[src/core/tlam_pkg.sv]
// constants for the telemetry limit alert monitor
package tlam_pkg;
  localparam logic [7:0] ADDR_NTC_UPPER = 8'h0b;
  localparam logic [7:0] ADDR_NTC_LOWER = 8'h0c;
  localparam logic [7:0] ADDR_ENABLES = 8'h0d;
  localparam logic [7:0] ADDR_FLAGS = 8'h36;
  localparam logic [15:0] RST_NTC_UPPER = 16'h0000;
  localparam logic [15:0] RST_NTC_LOWER = 16'h0000;
  localparam logic [15:0] RST_ENABLES = 16'h0000;
  localparam logic [15:0] RST_FLAGS = 16'h0000;
  localparam int BIT_TELEM_VALID = 15;
  localparam int BIT_BSR_DONE = 14;
  localparam int BIT_VBAT_LO = 11;
  localparam int BIT_VBAT_HI = 10;
  localparam int BIT_VIN_LO = 9;
  localparam int BIT_VIN_HI = 8;
  localparam int BIT_VOUT_LO = 7;
  localparam int BIT_VOUT_HI = 6;
  localparam int BIT_IIN_HI = 5;
  localparam int BIT_IBAT_LO = 4;
  localparam int BIT_DIE_HI = 3;
  localparam int BIT_BSR_HI = 2;
  localparam int BIT_NTC_HI = 1;
  localparam int BIT_NTC_LO = 0;
  // bits 13:12 are reserved and read as zero
  localparam logic [15:0] ENABLE_MASK = 16'hcfff;
  // bits fed by outside comparators and the resistance measurement
  localparam logic [15:0] EXT_MASK = 16'h4ffc;
  localparam int CLK_KHZ = 20000;
  localparam int WARMUP_MS = 12;
  localparam int WARMUP_CYCLES = WARMUP_MS * CLK_KHZ;
  localparam int WARMUP_W = 18;
endpackage

[src/core/tlam_flag_if.sv]
// carrier between the controller and its alert flag bank
`timescale 1ns/1ps
interface tlam_flag_if;
  logic [15:0] set;
  logic wr;
  logic [15:0] wdata;
  logic [15:0] flags;
  modport bank (input set, input wr, input wdata, output flags);
  modport ctrl (output set, output wr, output wdata, input flags);
endinterface

[src/core/tlam_top.sv]
// thermistor limits, alert enables, alert flags and alert pin
`timescale 1ns/1ps
// How it works
// - signed upper thermistor threshold at 0x0b; reading above it is out of range
// - signed lower thermistor threshold at 0x0c; reading below it is out of range
// - thermistor high alert gated by enable, latched, cleared by host at flag
// - thermistor low alert gated by enable, latched, cleared by host at flag
// - sixteen bit enable register at 0x0d, resets to zero, gates alert line
// - telemetry ready enable raises alert when readings become valid
// - telemetry ready held low for about 12 ms after telemetry starts
// - charger stays disabled until warm-up ends, whatever the enable says
// - resistance done enable raises alert on measurement completion
// - battery voltage low enable raises alert below its limit
// - battery voltage high enable raises alert above its limit
// - input voltage low enable raises alert below its limit
// - input voltage high enable raises alert above its limit
// - output voltage low enable raises alert below its limit
// - output voltage high enable raises alert above its limit
// - bits 5 to 0 gate current, die, resistance and thermistor alerts
module tlam_top
  import tlam_pkg::*;
#(
  parameter int WARMUP_LEN = WARMUP_CYCLES
) (
  input wire logic clock_i,
  input wire logic nrst_i,
  input wire logic [7:0] reg_addr_i,
  input wire logic reg_wr_i,
  input wire logic reg_rd_i,
  input wire logic [15:0] reg_wdata_i,
  output logic [15:0] reg_rdata_o,
  output logic reg_rvalid_o,
  input wire logic telem_on_i,
  input wire logic ntc_sample_i,
  input wire logic [15:0] ntc_reading_i,
  input wire logic [15:0] ext_event_i,
  output logic telem_valid_o,
  output logic charger_enable_o,
  input wire logic smbalert_i,
  output logic smbalert_o,
  output logic smbalert_oe_o
);
  import tlam_pkg::*;

  tlam_flag_if fl ();

  tlam_flag_bank u_bank (
    .clock_i(clock_i),
    .nrst_i(nrst_i),
    .fl(fl)
  );

  ////////////////////////////////////////////////////////////////////////////
  // registers

  logic [15:0] ntc_upper_threshold_q;
  logic [15:0] ntc_upper_threshold_d;
  logic [15:0] ntc_lower_threshold_q;
  logic [15:0] ntc_lower_threshold_d;
  logic [15:0] limit_alert_enables_q;
  logic [15:0] limit_alert_enables_d;
  logic [15:0] rdata_q;
  logic [15:0] rdata_d;
  logic rvalid_q;
  logic rvalid_d;

  always_comb begin
    ntc_upper_threshold_d = ntc_upper_threshold_q;
    ntc_lower_threshold_d = ntc_lower_threshold_q;
    limit_alert_enables_d = limit_alert_enables_q;
    if (reg_wr_i) begin
      unique case (reg_addr_i)
        ADDR_NTC_UPPER: ntc_upper_threshold_d = reg_wdata_i;
        ADDR_NTC_LOWER: ntc_lower_threshold_d = reg_wdata_i;
        ADDR_ENABLES: limit_alert_enables_d = reg_wdata_i & ENABLE_MASK;
        default: ;
      endcase
    end
    rvalid_d = reg_rd_i;
    rdata_d = rdata_q;
    if (reg_rd_i) begin
      unique case (reg_addr_i)
        ADDR_NTC_UPPER: rdata_d = ntc_upper_threshold_q;
        ADDR_NTC_LOWER: rdata_d = ntc_lower_threshold_q;
        ADDR_ENABLES: rdata_d = limit_alert_enables_q;
        ADDR_FLAGS: rdata_d = fl.flags;
        default: rdata_d = 16'h0000;
      endcase
    end
  end

  always_ff @(posedge clock_i) begin
    if (!nrst_i) begin
      ntc_upper_threshold_q <= RST_NTC_UPPER;
      ntc_lower_threshold_q <= RST_NTC_LOWER;
      limit_alert_enables_q <= RST_ENABLES;
      rdata_q <= 16'h0000;
      rvalid_q <= 1'b0;
    end else begin
      ntc_upper_threshold_q <= ntc_upper_threshold_d;
      ntc_lower_threshold_q <= ntc_lower_threshold_d;
      limit_alert_enables_q <= limit_alert_enables_d;
      rdata_q <= rdata_d;
      rvalid_q <= rvalid_d;
    end
  end

  // flags are cleared by writing zero to their bit, ones leave them alone
  assign fl.wr = reg_wr_i && (reg_addr_i == ADDR_FLAGS);
  assign fl.wdata = reg_wdata_i;

  ////////////////////////////////////////////////////////////////////////////
  // telemetry warm-up

  logic [WARMUP_W-1:0] warm_cnt_q;
  logic [WARMUP_W-1:0] warm_cnt_d;
  logic telem_valid_q;
  logic telem_valid_d;
  logic telem_rise;

  always_comb begin
    warm_cnt_d = warm_cnt_q;
    telem_valid_d = telem_valid_q;
    if (!telem_on_i) begin
      // a restart of telemetry repeats the full warm-up
      warm_cnt_d = '0;
      telem_valid_d = 1'b0;
    end else if (warm_cnt_q != WARMUP_W'(WARMUP_LEN - 1)) begin
      warm_cnt_d = warm_cnt_q + 1'b1;
    end else begin
      telem_valid_d = 1'b1;
    end
  end

  always_ff @(posedge clock_i) begin
    if (!nrst_i) begin
      warm_cnt_q <= '0;
      telem_valid_q <= 1'b0;
    end else begin
      warm_cnt_q <= warm_cnt_d;
      telem_valid_q <= telem_valid_d;
    end
  end

  assign telem_rise = telem_valid_d && !telem_valid_q;

  ////////////////////////////////////////////////////////////////////////////
  // alert sources

  logic ntc_hi;
  logic ntc_lo;
  logic [15:0] raw_event;

  // signed compare: the thermistor reading may go negative near zero
  assign ntc_hi = ntc_sample_i &&
    ($signed(ntc_reading_i) > $signed(ntc_upper_threshold_q));
  assign ntc_lo = ntc_sample_i &&
    ($signed(ntc_reading_i) < $signed(ntc_lower_threshold_q));

  // outside comparators report crossings; bits 15, 13:12 and 1:0 are never taken from them
  always_comb begin
    raw_event = 16'h0000;
    raw_event[BIT_TELEM_VALID] = telem_rise;
    raw_event[BIT_BSR_DONE] = ext_event_i[BIT_BSR_DONE];
    raw_event[BIT_VBAT_LO] = ext_event_i[BIT_VBAT_LO];
    raw_event[BIT_VBAT_HI] = ext_event_i[BIT_VBAT_HI];
    raw_event[BIT_VIN_LO] = ext_event_i[BIT_VIN_LO];
    raw_event[BIT_VIN_HI] = ext_event_i[BIT_VIN_HI];
    raw_event[BIT_VOUT_LO] = ext_event_i[BIT_VOUT_LO];
    raw_event[BIT_VOUT_HI] = ext_event_i[BIT_VOUT_HI];
    raw_event[BIT_IIN_HI] = ext_event_i[BIT_IIN_HI];
    raw_event[BIT_IBAT_LO] = ext_event_i[BIT_IBAT_LO];
    raw_event[BIT_DIE_HI] = ext_event_i[BIT_DIE_HI];
    raw_event[BIT_BSR_HI] = ext_event_i[BIT_BSR_HI];
    raw_event[BIT_NTC_HI] = ntc_hi;
    raw_event[BIT_NTC_LO] = ntc_lo;
  end

  assign fl.set = raw_event & limit_alert_enables_q;

  ////////////////////////////////////////////////////////////////////////////
  // outputs

  logic alert_oe_q;
  logic alert_oe_d;
  logic charger_en_q;
  logic charger_en_d;

  always_comb begin
    // flag of a later disabled source no longer holds the line
    alert_oe_d = |(fl.flags & limit_alert_enables_q);
    charger_en_d = telem_valid_d;
  end

  always_ff @(posedge clock_i) begin
    if (!nrst_i) begin
      alert_oe_q <= 1'b0;
      charger_en_q <= 1'b0;
    end else begin
      alert_oe_q <= alert_oe_d;
      charger_en_q <= charger_en_d;
    end
  end

  assign reg_rdata_o = rdata_q;
  assign reg_rvalid_o = rvalid_q;
  assign telem_valid_o = telem_valid_q;
  assign charger_enable_o = charger_en_q;
  assign smbalert_oe_o = alert_oe_q;
  // open drain: only ever pulls low
  assign smbalert_o = 1'b0;
endmodule

[src/core/tlam_flag_bank.sv]
// sticky alert flags, written with zero to clear
`timescale 1ns/1ps
module tlam_flag_bank
  import tlam_pkg::*;
(
  input wire logic clock_i,
  input wire logic nrst_i,
  tlam_flag_if.bank fl
);
  logic [15:0] flags_q;
  logic [15:0] flags_d;

  always_comb begin
    flags_d = flags_q;
    if (fl.wr) begin
      flags_d = flags_q & fl.wdata;
    end
    // set after clear so an event in the clearing cycle survives
    flags_d = (flags_d | fl.set) & ENABLE_MASK;
  end

  always_ff @(posedge clock_i) begin
    if (!nrst_i) begin
      flags_q <= RST_FLAGS;
    end else begin
      flags_q <= flags_d;
    end
  end

  assign fl.flags = flags_q;
endmodule

[config.mk]
export PLATFORM = sky130hd
export DESIGN_NAME = tlam_top
export DESIGN_NICKNAME = d
export VERILOG_FILES = /design/src/core/tlam_pkg.sv /design/src/core/tlam_flag_if.sv /design/src/core/tlam_top.sv /design/src/core/tlam_flag_bank.sv
export SDC_FILE = /design/constraint.sdc
export NUM_CORES = 1
export LEC_CHECK = 0
export BUFFER_PORTS_ARGS = -buffer_cell sky130_fd_sc_hd__clkbuf_2
export CAP_MARGIN = 40
export CORE_MARGIN = 2
export CORE_UTILIZATION = 59
export CTS_BUF_LIST = sky130_fd_sc_hd__clkbuf_8
export CTS_CLUSTER_SIZE = 40
export DETAILED_ROUTE_END_ITERATION = 8
export PLACE_DENSITY = 0.79
export RECOVER_POWER = 25
export SYNTH_ARGS = -nofsm -noshare
export SYNTH_HDL_FRONTEND = slang
export SYNTH_SLANG_ARGS = --single-unit
[constraint.sdc]
create_clock -name clock_i -period 2.1 [get_ports clock_i]
set_input_delay 0.315 -clock clock_i [delete_from_list [all_inputs] [get_ports clock_i]]
set_output_delay 0.315 -clock clock_i [all_outputs]
set_load 0.05 [all_outputs]
==> results of run 1 <==
==> worst min-delay path, stage by stage <==
cell and delay (ns):
clkbuf_2 0.08, nand2_1 0.05, a21boi_0 0.06
==> logic make-up (layout without fill, tap and decap cells) <==
| kind of cell | Yosys count | after routing | synth area share [%] |
|---|---|---|---|
| and+or+nand+nor | 200 | 200 | 20.99 |
| AOI/OAI and AO/OA | 124 | 124 | 17.03 |
| DFF | 97 | 97 | 37.97 |
| buffers and inverters | 79 | 156 | 6.851 |
| muxes | 34 | 34 | 6.680 |
| adders and majority gates | 32 | 32 | 7.830 |
| xor gates and xnor gates | 15 | 15 | 2.569 |
| other | 1 | 1 | 0.07333 |
==> worst min path at each step <==
stage | end | slack [ns] | cells after the start
4_1_cts | u_bank.fl.flags[5] | 0.17 | 3
3_3_place_gp | ntc_upper_threshold_q[6] | 0.46 | 2
6_report | u_bank.fl.flags[5] | 0.17 | 3
3_5_place_dp | ntc_upper_threshold_q[13] | 0.47 | 2
2_1_floorplan | ntc_upper_threshold_q[10] | 0.45 | 2
5_1_grt | u_bank.fl.flags[9] | 0.19 | 3
==> area by class of cell <==
class / instances / area [sq um]
Multi-Input combinational cell: 406 / 2821
Fill cell: 702 / 2576
Sequential cell: 97 / 1942
Timing Repair Buffer: 91 / 466.7
Inverter: 49 / 183.9
Tap cell: 105 / 131.4
Clock buffer: 9 / 123.9
Clock inverter: 7 / 53.80
==> metal layers <==
| layer | vias to the layer above | GRT usage, % | part of all wire, % |
|---|---|---|---|
| li1 | 2198 | - | - |
| met1 | 2107 | 37.55 | 44 |
| met2 | 203 | 45.14 | 46 |
| met3 | 36 | 4.820 | 7.1 |
| met4 | 0 | 10.40 | 2.8 |
| met5 | - | 0 | 0 |
==> synthesized netlist by cell type, types with 3 or more instances <==
master,number,area (sq um)
o211ai_1,4,30.03
xor2_1,10,87.58
nand4_1,10,62.56
mux2i_1,33,330.3
clkbuf_1,13,48.80
buf_4,8,60.06
nor2_1,34,127.6
nand3_1,27,135.1
a21oi_1,9,45.04
nand2_1,54,202.7
a22oi_1,7,52.55
xnor2_1,5,43.79
and3_1,3,18.77
inv_1,48,180.2
buf_2,6,30.03
a21o_1,4,30.03
ha_1,32,400.4
nor2b_1,31,193.9
o21ai_0,29,145.1
a21boi_0,18,135.1
dfxtp_1,97,1942
and2_1,17,106.4
a222oi_1,14,140.1
o22ai_1,14,87.58
a21boi_1,10,75.07
==> state kept, by name (all words and copies together) (netlist names) <==
signal,flops
reg_rvalid_o,1
ntc_upper_threshold_q,16
ntc_lower_threshold_q,16
warm_cnt_q,18
u_bank.fl.flags,14
reg_rdata_o,16
limit_alert_enables_q,14
smbalert_oe_o,1
charger_enable_o,1
==> power by group <==
part           total (W)  switching (W)  internal [W]
logic           0.000266       0.000157      0.000109
clock network    0.00113       0.000691      0.000438
registers        0.00184     0.00000299       0.00184
total            0.00324       0.000852       0.00239
==> through the flow <==
stage | util (%) | hold slack (ns) | setup slack [ns] | power (W) | cells
2_1_floorplan | - | 0.4474 | 0.4290 | 0.002027 | 582
4_1_cts | 69.27 | 0.1712 | 0.2048 | 0.003248 | 764
3_5_place_dp | 67.13 | 0.4656 | 0.1277 | 0.002150 | 748
6_report | 68.96 | 0.1715 | 0.1781 | 0.003240 | 764
5_1_grt | 68.96 | 0.1869 | 0.1070 | 0.003355 | 764
3_3_place_gp | 67.13 | 0.4600 | 0.2193 | 0.002140 | 748
==> flow_summary.yaml, run 1 <==
die:
  dieWidth_um: 97.10
  fp.dieH_um: 97.10
  rows: 33
  dieArea_sq_um: 9427
  start_util_pct: 61.62
  coreArea_sq_um: 8299
  num_io_pins: 84
hold_path:
  hp-start: "ext_event_i[5]"
  min_path_type: "input pin to register"
logic_synthesis:
  synth_edf_count: 0
  ys_async_sr_fraction_pct: 0
  syn-cell-area_sq_um: 5114
  synth.avg_cell_area_sq_um: 8.786
  syn-instance-count: 582
  yosysWarnings: 0
  ys_seq_area_share_pct: 37.97
  synth_fp_nets: 677
  synth_cell_types: 62
  ys_ff_latch: 97
  synth-main-ff-cell: "dfxtp_1"
timing:
  period_minus_slack_ns: 1.922
  max_slew_margin_pct: 38.37
  finalSetupViolCount: 0
  final-hold-violation-count: 0
  fin_tns_setup_ns: 0
  fin_crit_sh_pct: 91.52
  skew_ns: 0.01073
  rsz0062_at_grt: "false"
  finalMaxSlewViolations: 0
  worst_pin_slew_ns: 0.9245
  fmaxAchievable_ghz: 0.5203
global_route:
  overflow: 0
  antenna_found_initial: 0
  grt_max_degree: 36
  grt_first_pass_wirelength_um: 21300
  grt_usage_pct: 27.93
  grt_pass1_vias: 4459
critical_path:
  max_stage_delay_ns: 0.43
  regToRegSetupSlack_ns: 0.18
  crit_required_ns: 2.36
  crit_start: "ntc_upper_threshold_q[15]"
  startpoint_type: "register"
  slowest_stage: "a2111o_1"
  cp_num_buf_inv: 1
  rr_endpoint: "u_bank.fl.flags[1]"
  criticalPathCategory: "register to register"
  crit_end: "u_bank.fl.flags[1]"
  r2r_start: "ntc_upper_threshold_q[15]"
  reg2regPathDepth: 7
  cp-end-kind: "register"
  cp_cell_sequence: "inv_1 > ha_1 > nand4_1 > a2111o_1 > o211ai_1 > mux2i_1 > o21ai_0"
  cp.depth: 7
  worstPathMaxFanout: 4
  cp.arrival_ns: 2.18
  cp_top_family: "compound AO/OA/AOI/OAI gates"
status:
  status: "finished clean"
routing:
  first_pass_iters: 5
  via_per_inst: 5.948
  drcViolationCount: 0
  wire_per_inst_um: 17.02
  dr.first_iter.drc_count: 397
  ant_nets: 0
  routed_wl_um: 13000
  vias: 4544
cts:
  cts_tree: "yes"
  postCtsHoldBufs: 0
  insertion_delay_ns: 0.37
  clockBufferDepth: 2
  ctsResizeCount: 0
  cts-buffers-inserted: 9
  post_cts_buffers: 0
  clk_pin_slew_ns: 0.10
  cts.sinks: 97
  htree_levels: 3
  cts_root_buf: "clkbuf_8"
final_layout:
  layout_common_cells: "97 x dfxtp_1, 64 x clkbuf_2, 54 x nand2_1"
  final_common_cell: "dfxtp_1"
  layout-area-overhead-vs-synth_pct: 11.92
  finalNetCount: 749
  num_antenna_cells: 0
  fin_area_sq_um: 5723
  drive_gt1_share_pct: 15.48
pwr:
  power.density_nw_per_um2: 566.2
  max-vdd-ir-drop_mv: 0.4723
  power.leakage_nw: 2.238
placed_design:
  place_area_sq_um: 5572
  port_buffers: 76
  globalplace.congestion: 0.9209
  hpwl_um: 9695
job:
  maxCapViolCount: 0
Power figures use the tool's default switching activity.
==> inputs of run 2 (changes only) <==
--- a/config.mk
+++ b/config.mk
@@ -8,11 +8,11 @@
 export BUFFER_PORTS_ARGS = -buffer_cell sky130_fd_sc_hd__clkbuf_2
 export CAP_MARGIN = 40
 export CORE_MARGIN = 2
-export CORE_UTILIZATION = 59
+export CORE_UTILIZATION = 35
 export CTS_BUF_LIST = sky130_fd_sc_hd__clkbuf_8
 export CTS_CLUSTER_SIZE = 40
 export DETAILED_ROUTE_END_ITERATION = 8
-export PLACE_DENSITY = 0.79
+export PLACE_DENSITY = 0.5
 export RECOVER_POWER = 25
 export SYNTH_ARGS = -nofsm -noshare
 export SYNTH_HDL_FRONTEND = slang
==> flow_summary.yaml, run 2 (synthesis results as in run 1) <==
status:
  status: "finished clean"
pwr:
  power.leakage_nw: 2.293
  power_frac_seq_pct: 55.0
  power.density_nw_per_um2: 568.1
  combPwrFrac_pct: 8.0
  p_int_w: 0.002419
  p_sw_w: 0.0009355
  pwr-share-clk_pct: 37.0
  swShare_pct: 27.89
  power_w: 0.003354
  max-vdd-ir-drop_mv: 0.3528
final_layout:
  finalNetCount: 755
  largest-register: "warm_cnt_q"
  num_antenna_cells: 0
  drive_gt1_share_pct: 17.14
  largest_reg_flops: 18
  layout_common_cells: "97 x dfxtp_1, 70 x clkbuf_2, 54 x nand2_1"
  fillCellCount: 1479
  final_common_cell: "dfxtp_1"
  layout-area-overhead-vs-synth_pct: 15.46
routing:
  routed_wl_um: 14560
  dr.first_iter.drc_count: 329
  vias: 4432
  drcViolationCount: 0
  ant_nets: 0
  wire_per_inst_um: 17.14
  via_per_inst: 5.220
  first_pass_iters: 5
cts:
  cts_tree: "yes"
  cts-buffers-inserted: 9
  clockBufferDepth: 2
  post_cts_buffers: 0
  postCtsHoldBufs: 0
  cts.sinks: 97
  htree_levels: 3
  clk_pin_slew_ns: 0.11
  cts_root_buf: "clkbuf_8"
  insertion_delay_ns: 0.39
  ctsResizeCount: 0
timing:
  fin_crit_sh_pct: 89.12
  period_minus_slack_ns: 1.872
  skew_ns: 0.01355
  max_slew_margin_pct: 13.52
  final-hold-violation-count: 0
  worst_pin_slew_ns: 1.297
  rsz0062_at_grt: "false"
  finalSetupViolCount: 0
  fin_tns_setup_ns: 0
  finalMaxSlewViolations: 0
  fmaxAchievable_ghz: 0.5343
critical_path:
  reg2regPathDepth: 7
  cp-end-kind: "register"
  r2r_start: "ntc_lower_threshold_q[7]"
  startpoint_type: "register"
  cp.arrival_ns: 2.14
  regToRegSetupSlack_ns: 0.23
  worstPathMaxFanout: 2
  rr_endpoint: "u_bank.fl.flags[0]"
  crit_required_ns: 2.37
  criticalPathCategory: "register to register"
die:
  fp.dieH_um: 124.9
  rows: 44
  num_io_pins: 84
  dieWidth_um: 124.9
  start_util_pct: 35.45
  coreArea_sq_um: 14420
  dieArea_sq_um: 15590
placed_design:
  port_buffers: 76
  hpwl_um: 10790
  globalplace.congestion: 0.8862
global_route:
  grt_first_pass_wirelength_um: 23720
  grt_pass1_vias: 4367
  grt_usage_pct: 19.29
  grt_max_degree: 34
  overflow: 0
  antenna_found_initial: 0
hold_path:
  whs_endpoint: "u_bank.fl.flags[10]"
  holdPathStages: 3
  hp-start: "ext_event_i[10]"
  min_path_type: "input pin to register"
job:
  maxCapViolCount: 0
==> run 2: cell count changes in the layout (fill, tap and decap cells not counted), sizes merged <==
cell / change
clkbuf: +2
inv: +1
clkinvlp: -3
buf: +4
clkinv: +2
==> run 2: power groups by stage <==
stage          logic, W  clock network (W)  registers [W]
2_1_floorplan  0.000136                  0        0.00189
3_3_place_gp   0.000265                  0        0.00189
3_5_place_dp   0.000268                  0        0.00189
4_1_cts        0.000270            0.00130        0.00185
5_1_grt        0.000299            0.00136        0.00185
6_report       0.000269            0.00124        0.00185
==> run 2: how the worst max path moves through the flow <==
stage / from / end / slack, ns / depth (start not counted)
2_1_floorplan: ntc_upper_threshold_q[15] / u_bank.fl.flags[1] / 0.43 / 7
3_3_place_gp: ntc_reading_i[6] / u_bank.fl.flags[0] / 0.16 / 7
3_5_place_dp: ntc_reading_i[1] / u_bank.fl.flags[0] / 0.13 / 7
4_1_cts: ntc_lower_threshold_q[1] / u_bank.fl.flags[0] / 0.18 / 7
5_1_grt: ntc_lower_threshold_q[1] / u_bank.fl.flags[0] / 0.05 / 7
6_report: ntc_lower_threshold_q[7] / u_bank.fl.flags[0] / 0.23 / 7
==> run 2: cell type report <==
| cell class | instances | area [sq um] | area share [%] |
|---|---|---|---|
| tap | 184 | 230.2 | 3.899 |
| multi-input combinational | 406 | 2828 | 47.89 |
| timing repair buffer | 97 | 524.3 | 8.879 |
| inverter | 49 | 183.9 | 3.115 |
| clock inverter | 7 | 72.57 | 1.229 |
| sequential | 97 | 1942 | 32.89 |
| clock buffer | 9 | 123.9 | 2.098 |
==> run 2: through the flow <==
stage	instance area [sq um]	std cells	hold slack, ns	utilization (%)	worst slack (ns)
floorplan	5114	582	0.4474	-	0.4290
global placement	5728	833	0.4618	39.71	0.1592
detailed placement	5728	833	0.4667	39.71	0.1268
CTS	5924	849	0.1389	41.07	0.1762
global route	5904	849	0.1441	40.94	0.05407
finish	5904	849	0.1661	40.94	0.2284
==> run 2: critical path: stages, from the launching register on <==
cell	delay, ns
dfxtp_1	0.35
inv_1	0.07
ha_1	0.29
and3_1	0.19
a221o_1	0.31
a31oi_2	0.24
o31ai_1	0.16
mux2i_1	0.14
==> run 2: per-layer routing <==
metal / vias to the layer above / wire, um / GRT usage [%]
met5: - / 0 / 0
met4: 0 / 389 / 6.928
met3: 25 / 785 / 4.854
met2: 108 / 6610 / 30.18
met1: 2098 / 6770 / 25.81
li1: 2201 / - / -
==> inputs of run 3 (changes only) <==
--- a/config.mk
+++ b/config.mk
@@ -8,11 +8,12 @@
 export BUFFER_PORTS_ARGS = -buffer_cell sky130_fd_sc_hd__clkbuf_2
 export CAP_MARGIN = 40
 export CORE_MARGIN = 2
-export CORE_UTILIZATION = 35
+export CORE_UTILIZATION = 44
 export CTS_BUF_LIST = sky130_fd_sc_hd__clkbuf_8
 export CTS_CLUSTER_SIZE = 40
 export DETAILED_ROUTE_END_ITERATION = 8
-export PLACE_DENSITY = 0.5
+export MAX_ROUTING_LAYER = met4
+export PLACE_DENSITY = 0.61
 export RECOVER_POWER = 25
 export SYNTH_ARGS = -nofsm -noshare
 export SYNTH_HDL_FRONTEND = slang
==> flow_summary.yaml, run 3 (synthesis results as in run 1) <==
status:
  status: "finished clean"
critical_path:
  startpoint_type: "register"
  cp_cell_sequence: "inv_1 > ha_1 > nand4_1 > a2111o_1 > o211ai_1 > mux2i_1 > o21ai_0"
  cp_num_buf_inv: 1
  slowest_stage: "a2111o_1"
  crit_required_ns: 2.37
  max_stage_delay_ns: 0.41
  worstPathMaxFanout: 4
  criticalPathCategory: "register to register"
  cp_top_family: "compound AO/OA/AOI/OAI gates"
  cp-end-kind: "register"
  cp.arrival_ns: 2.15
routing:
  via_per_inst: 5.519
  routed_wl_um: 13660
  vias: 4454
  first_pass_iters: 5
  ant_nets: 0
  dr.first_iter.drc_count: 325
  wire_per_inst_um: 16.92
  drcViolationCount: 0
die:
  start_util_pct: 44.98
  num_io_pins: 84
  coreArea_sq_um: 11370
  rows: 39
  dieArea_sq_um: 12500
  fp.dieH_um: 111.8
  dieWidth_um: 111.8
cts:
  ctsResizeCount: 0
  post_cts_buffers: 0
  cts-buffers-inserted: 9
  cts_root_buf: "clkbuf_8"
  htree_levels: 3
  cts.sinks: 97
  clockBufferDepth: 2
  cts_tree: "yes"
  postCtsHoldBufs: 0
  insertion_delay_ns: 0.38
  clk_pin_slew_ns: 0.10
final_layout:
  ff_latch_area_sq_um: 1942
  fillCellCount: 1138
  largest_reg_flops: 18
  num_antenna_cells: 0
  multi_input_area_sq_um: 2806
  fin_area_sq_um: 5816
  layout_common_cells: "97 x dfxtp_1, 69 x clkbuf_2, 54 x nand2_1"
  drive_gt1_share_pct: 16.57
  layout-area-overhead-vs-synth_pct: 13.73
  finalNetCount: 754
  final_common_cell: "dfxtp_1"
  largest-register: "warm_cnt_q"
global_route:
  grt_max_degree: 30
  overflow: 0
  antenna_found_initial: 0
  grt_first_pass_wirelength_um: 22250
  grt_pass1_vias: 4333
  grt_usage_pct: 23.42
timing:
  period_minus_slack_ns: 1.881
  finalMaxSlewViolations: 0
  max_slew_margin_pct: 55.81
  worst_pin_slew_ns: 0.6568
  fin_tns_setup_ns: 0
  rsz0062_at_grt: "false"
  timing.hold.ws_ns: 0.1686
  skew_ns: 0.01115
  finalSetupViolCount: 0
  fmaxAchievable_ghz: 0.5317
  final-hold-violation-count: 0
  fin_crit_sh_pct: 89.55
placed_design:
  globalplace.congestion: 0.7988
  port_buffers: 76
  place_area_sq_um: 5669
  hpwl_um: 10220
pwr:
  power.leakage_nw: 2.282
  power.density_nw_per_um2: 566.8
  max-vdd-ir-drop_mv: 0.3793
job:
  maxCapViolCount: 0
hold_path:
  min_path_type: "input pin to register"
run 3: cell types whose count changed in the layout (fill, tap and decap cells not counted), moves of 2 or more:
cell / change
and2_0: -2
and2_1: +2
clkbuf_8: +2
inv_8: -2
run 3: per-stage QoR:
stage	std cells	total power, W	worst slack, ns	utilization [%]
floorplan	582	0.002027	0.4290	-
global placement	791	0.002145	0.2546	49.86
detailed placement	791	0.002151	0.2052	49.86
CTS	807	0.003333	0.2137	51.52
global route	807	0.003437	0.03606	51.15
finish	807	0.003296	0.2194	51.15
run 3: tightest hold or removal path: stages:
cell      delay, ns
clkbuf_2       0.08
nand2_1        0.05
a21boi_0       0.07
run 3: layer usage:
metal	global-route usage [%]	routed length [um]	vias up
li1	-	-	2206
met1	29.44	6226	2105
met2	37.05	6333	121
met3	4.192	735	22
met4	10.12	361	0
met5	-	0	-
run 3: report_power, final:
part           switching [W]  internal [W]
logic               0.000151      0.000108
registers         0.00000298       0.00184
clock network       0.000693      0.000500
run 3: final timing paths:
kind | slack, ns | to | start | cells past startpoint
setup / recovery | 0.22 | u_bank.fl.flags[1] | ntc_upper_threshold_q[15] | 7
hold / removal | 0.17 | u_bank.fl.flags[14] | ext_event_i[14] | 3
setup reg to reg | 0.22 | u_bank.fl.flags[1] | ntc_upper_threshold_q[15] | 7
hold reg to reg | 0.48 | ntc_upper_threshold_q[6] | ntc_upper_threshold_q[6] | 2
run 3: area by class of cell:
class / count / area share, %
well taps: 143 / 3.077
repair buffers: 96 / 8.864
multi-input cells: 406 / 48.26
inverters: 49 / 3.163
flip-flops and latches: 97 / 33.39
clock buffers: 11 / 2.603
clock inverters: 5 / 0.6454
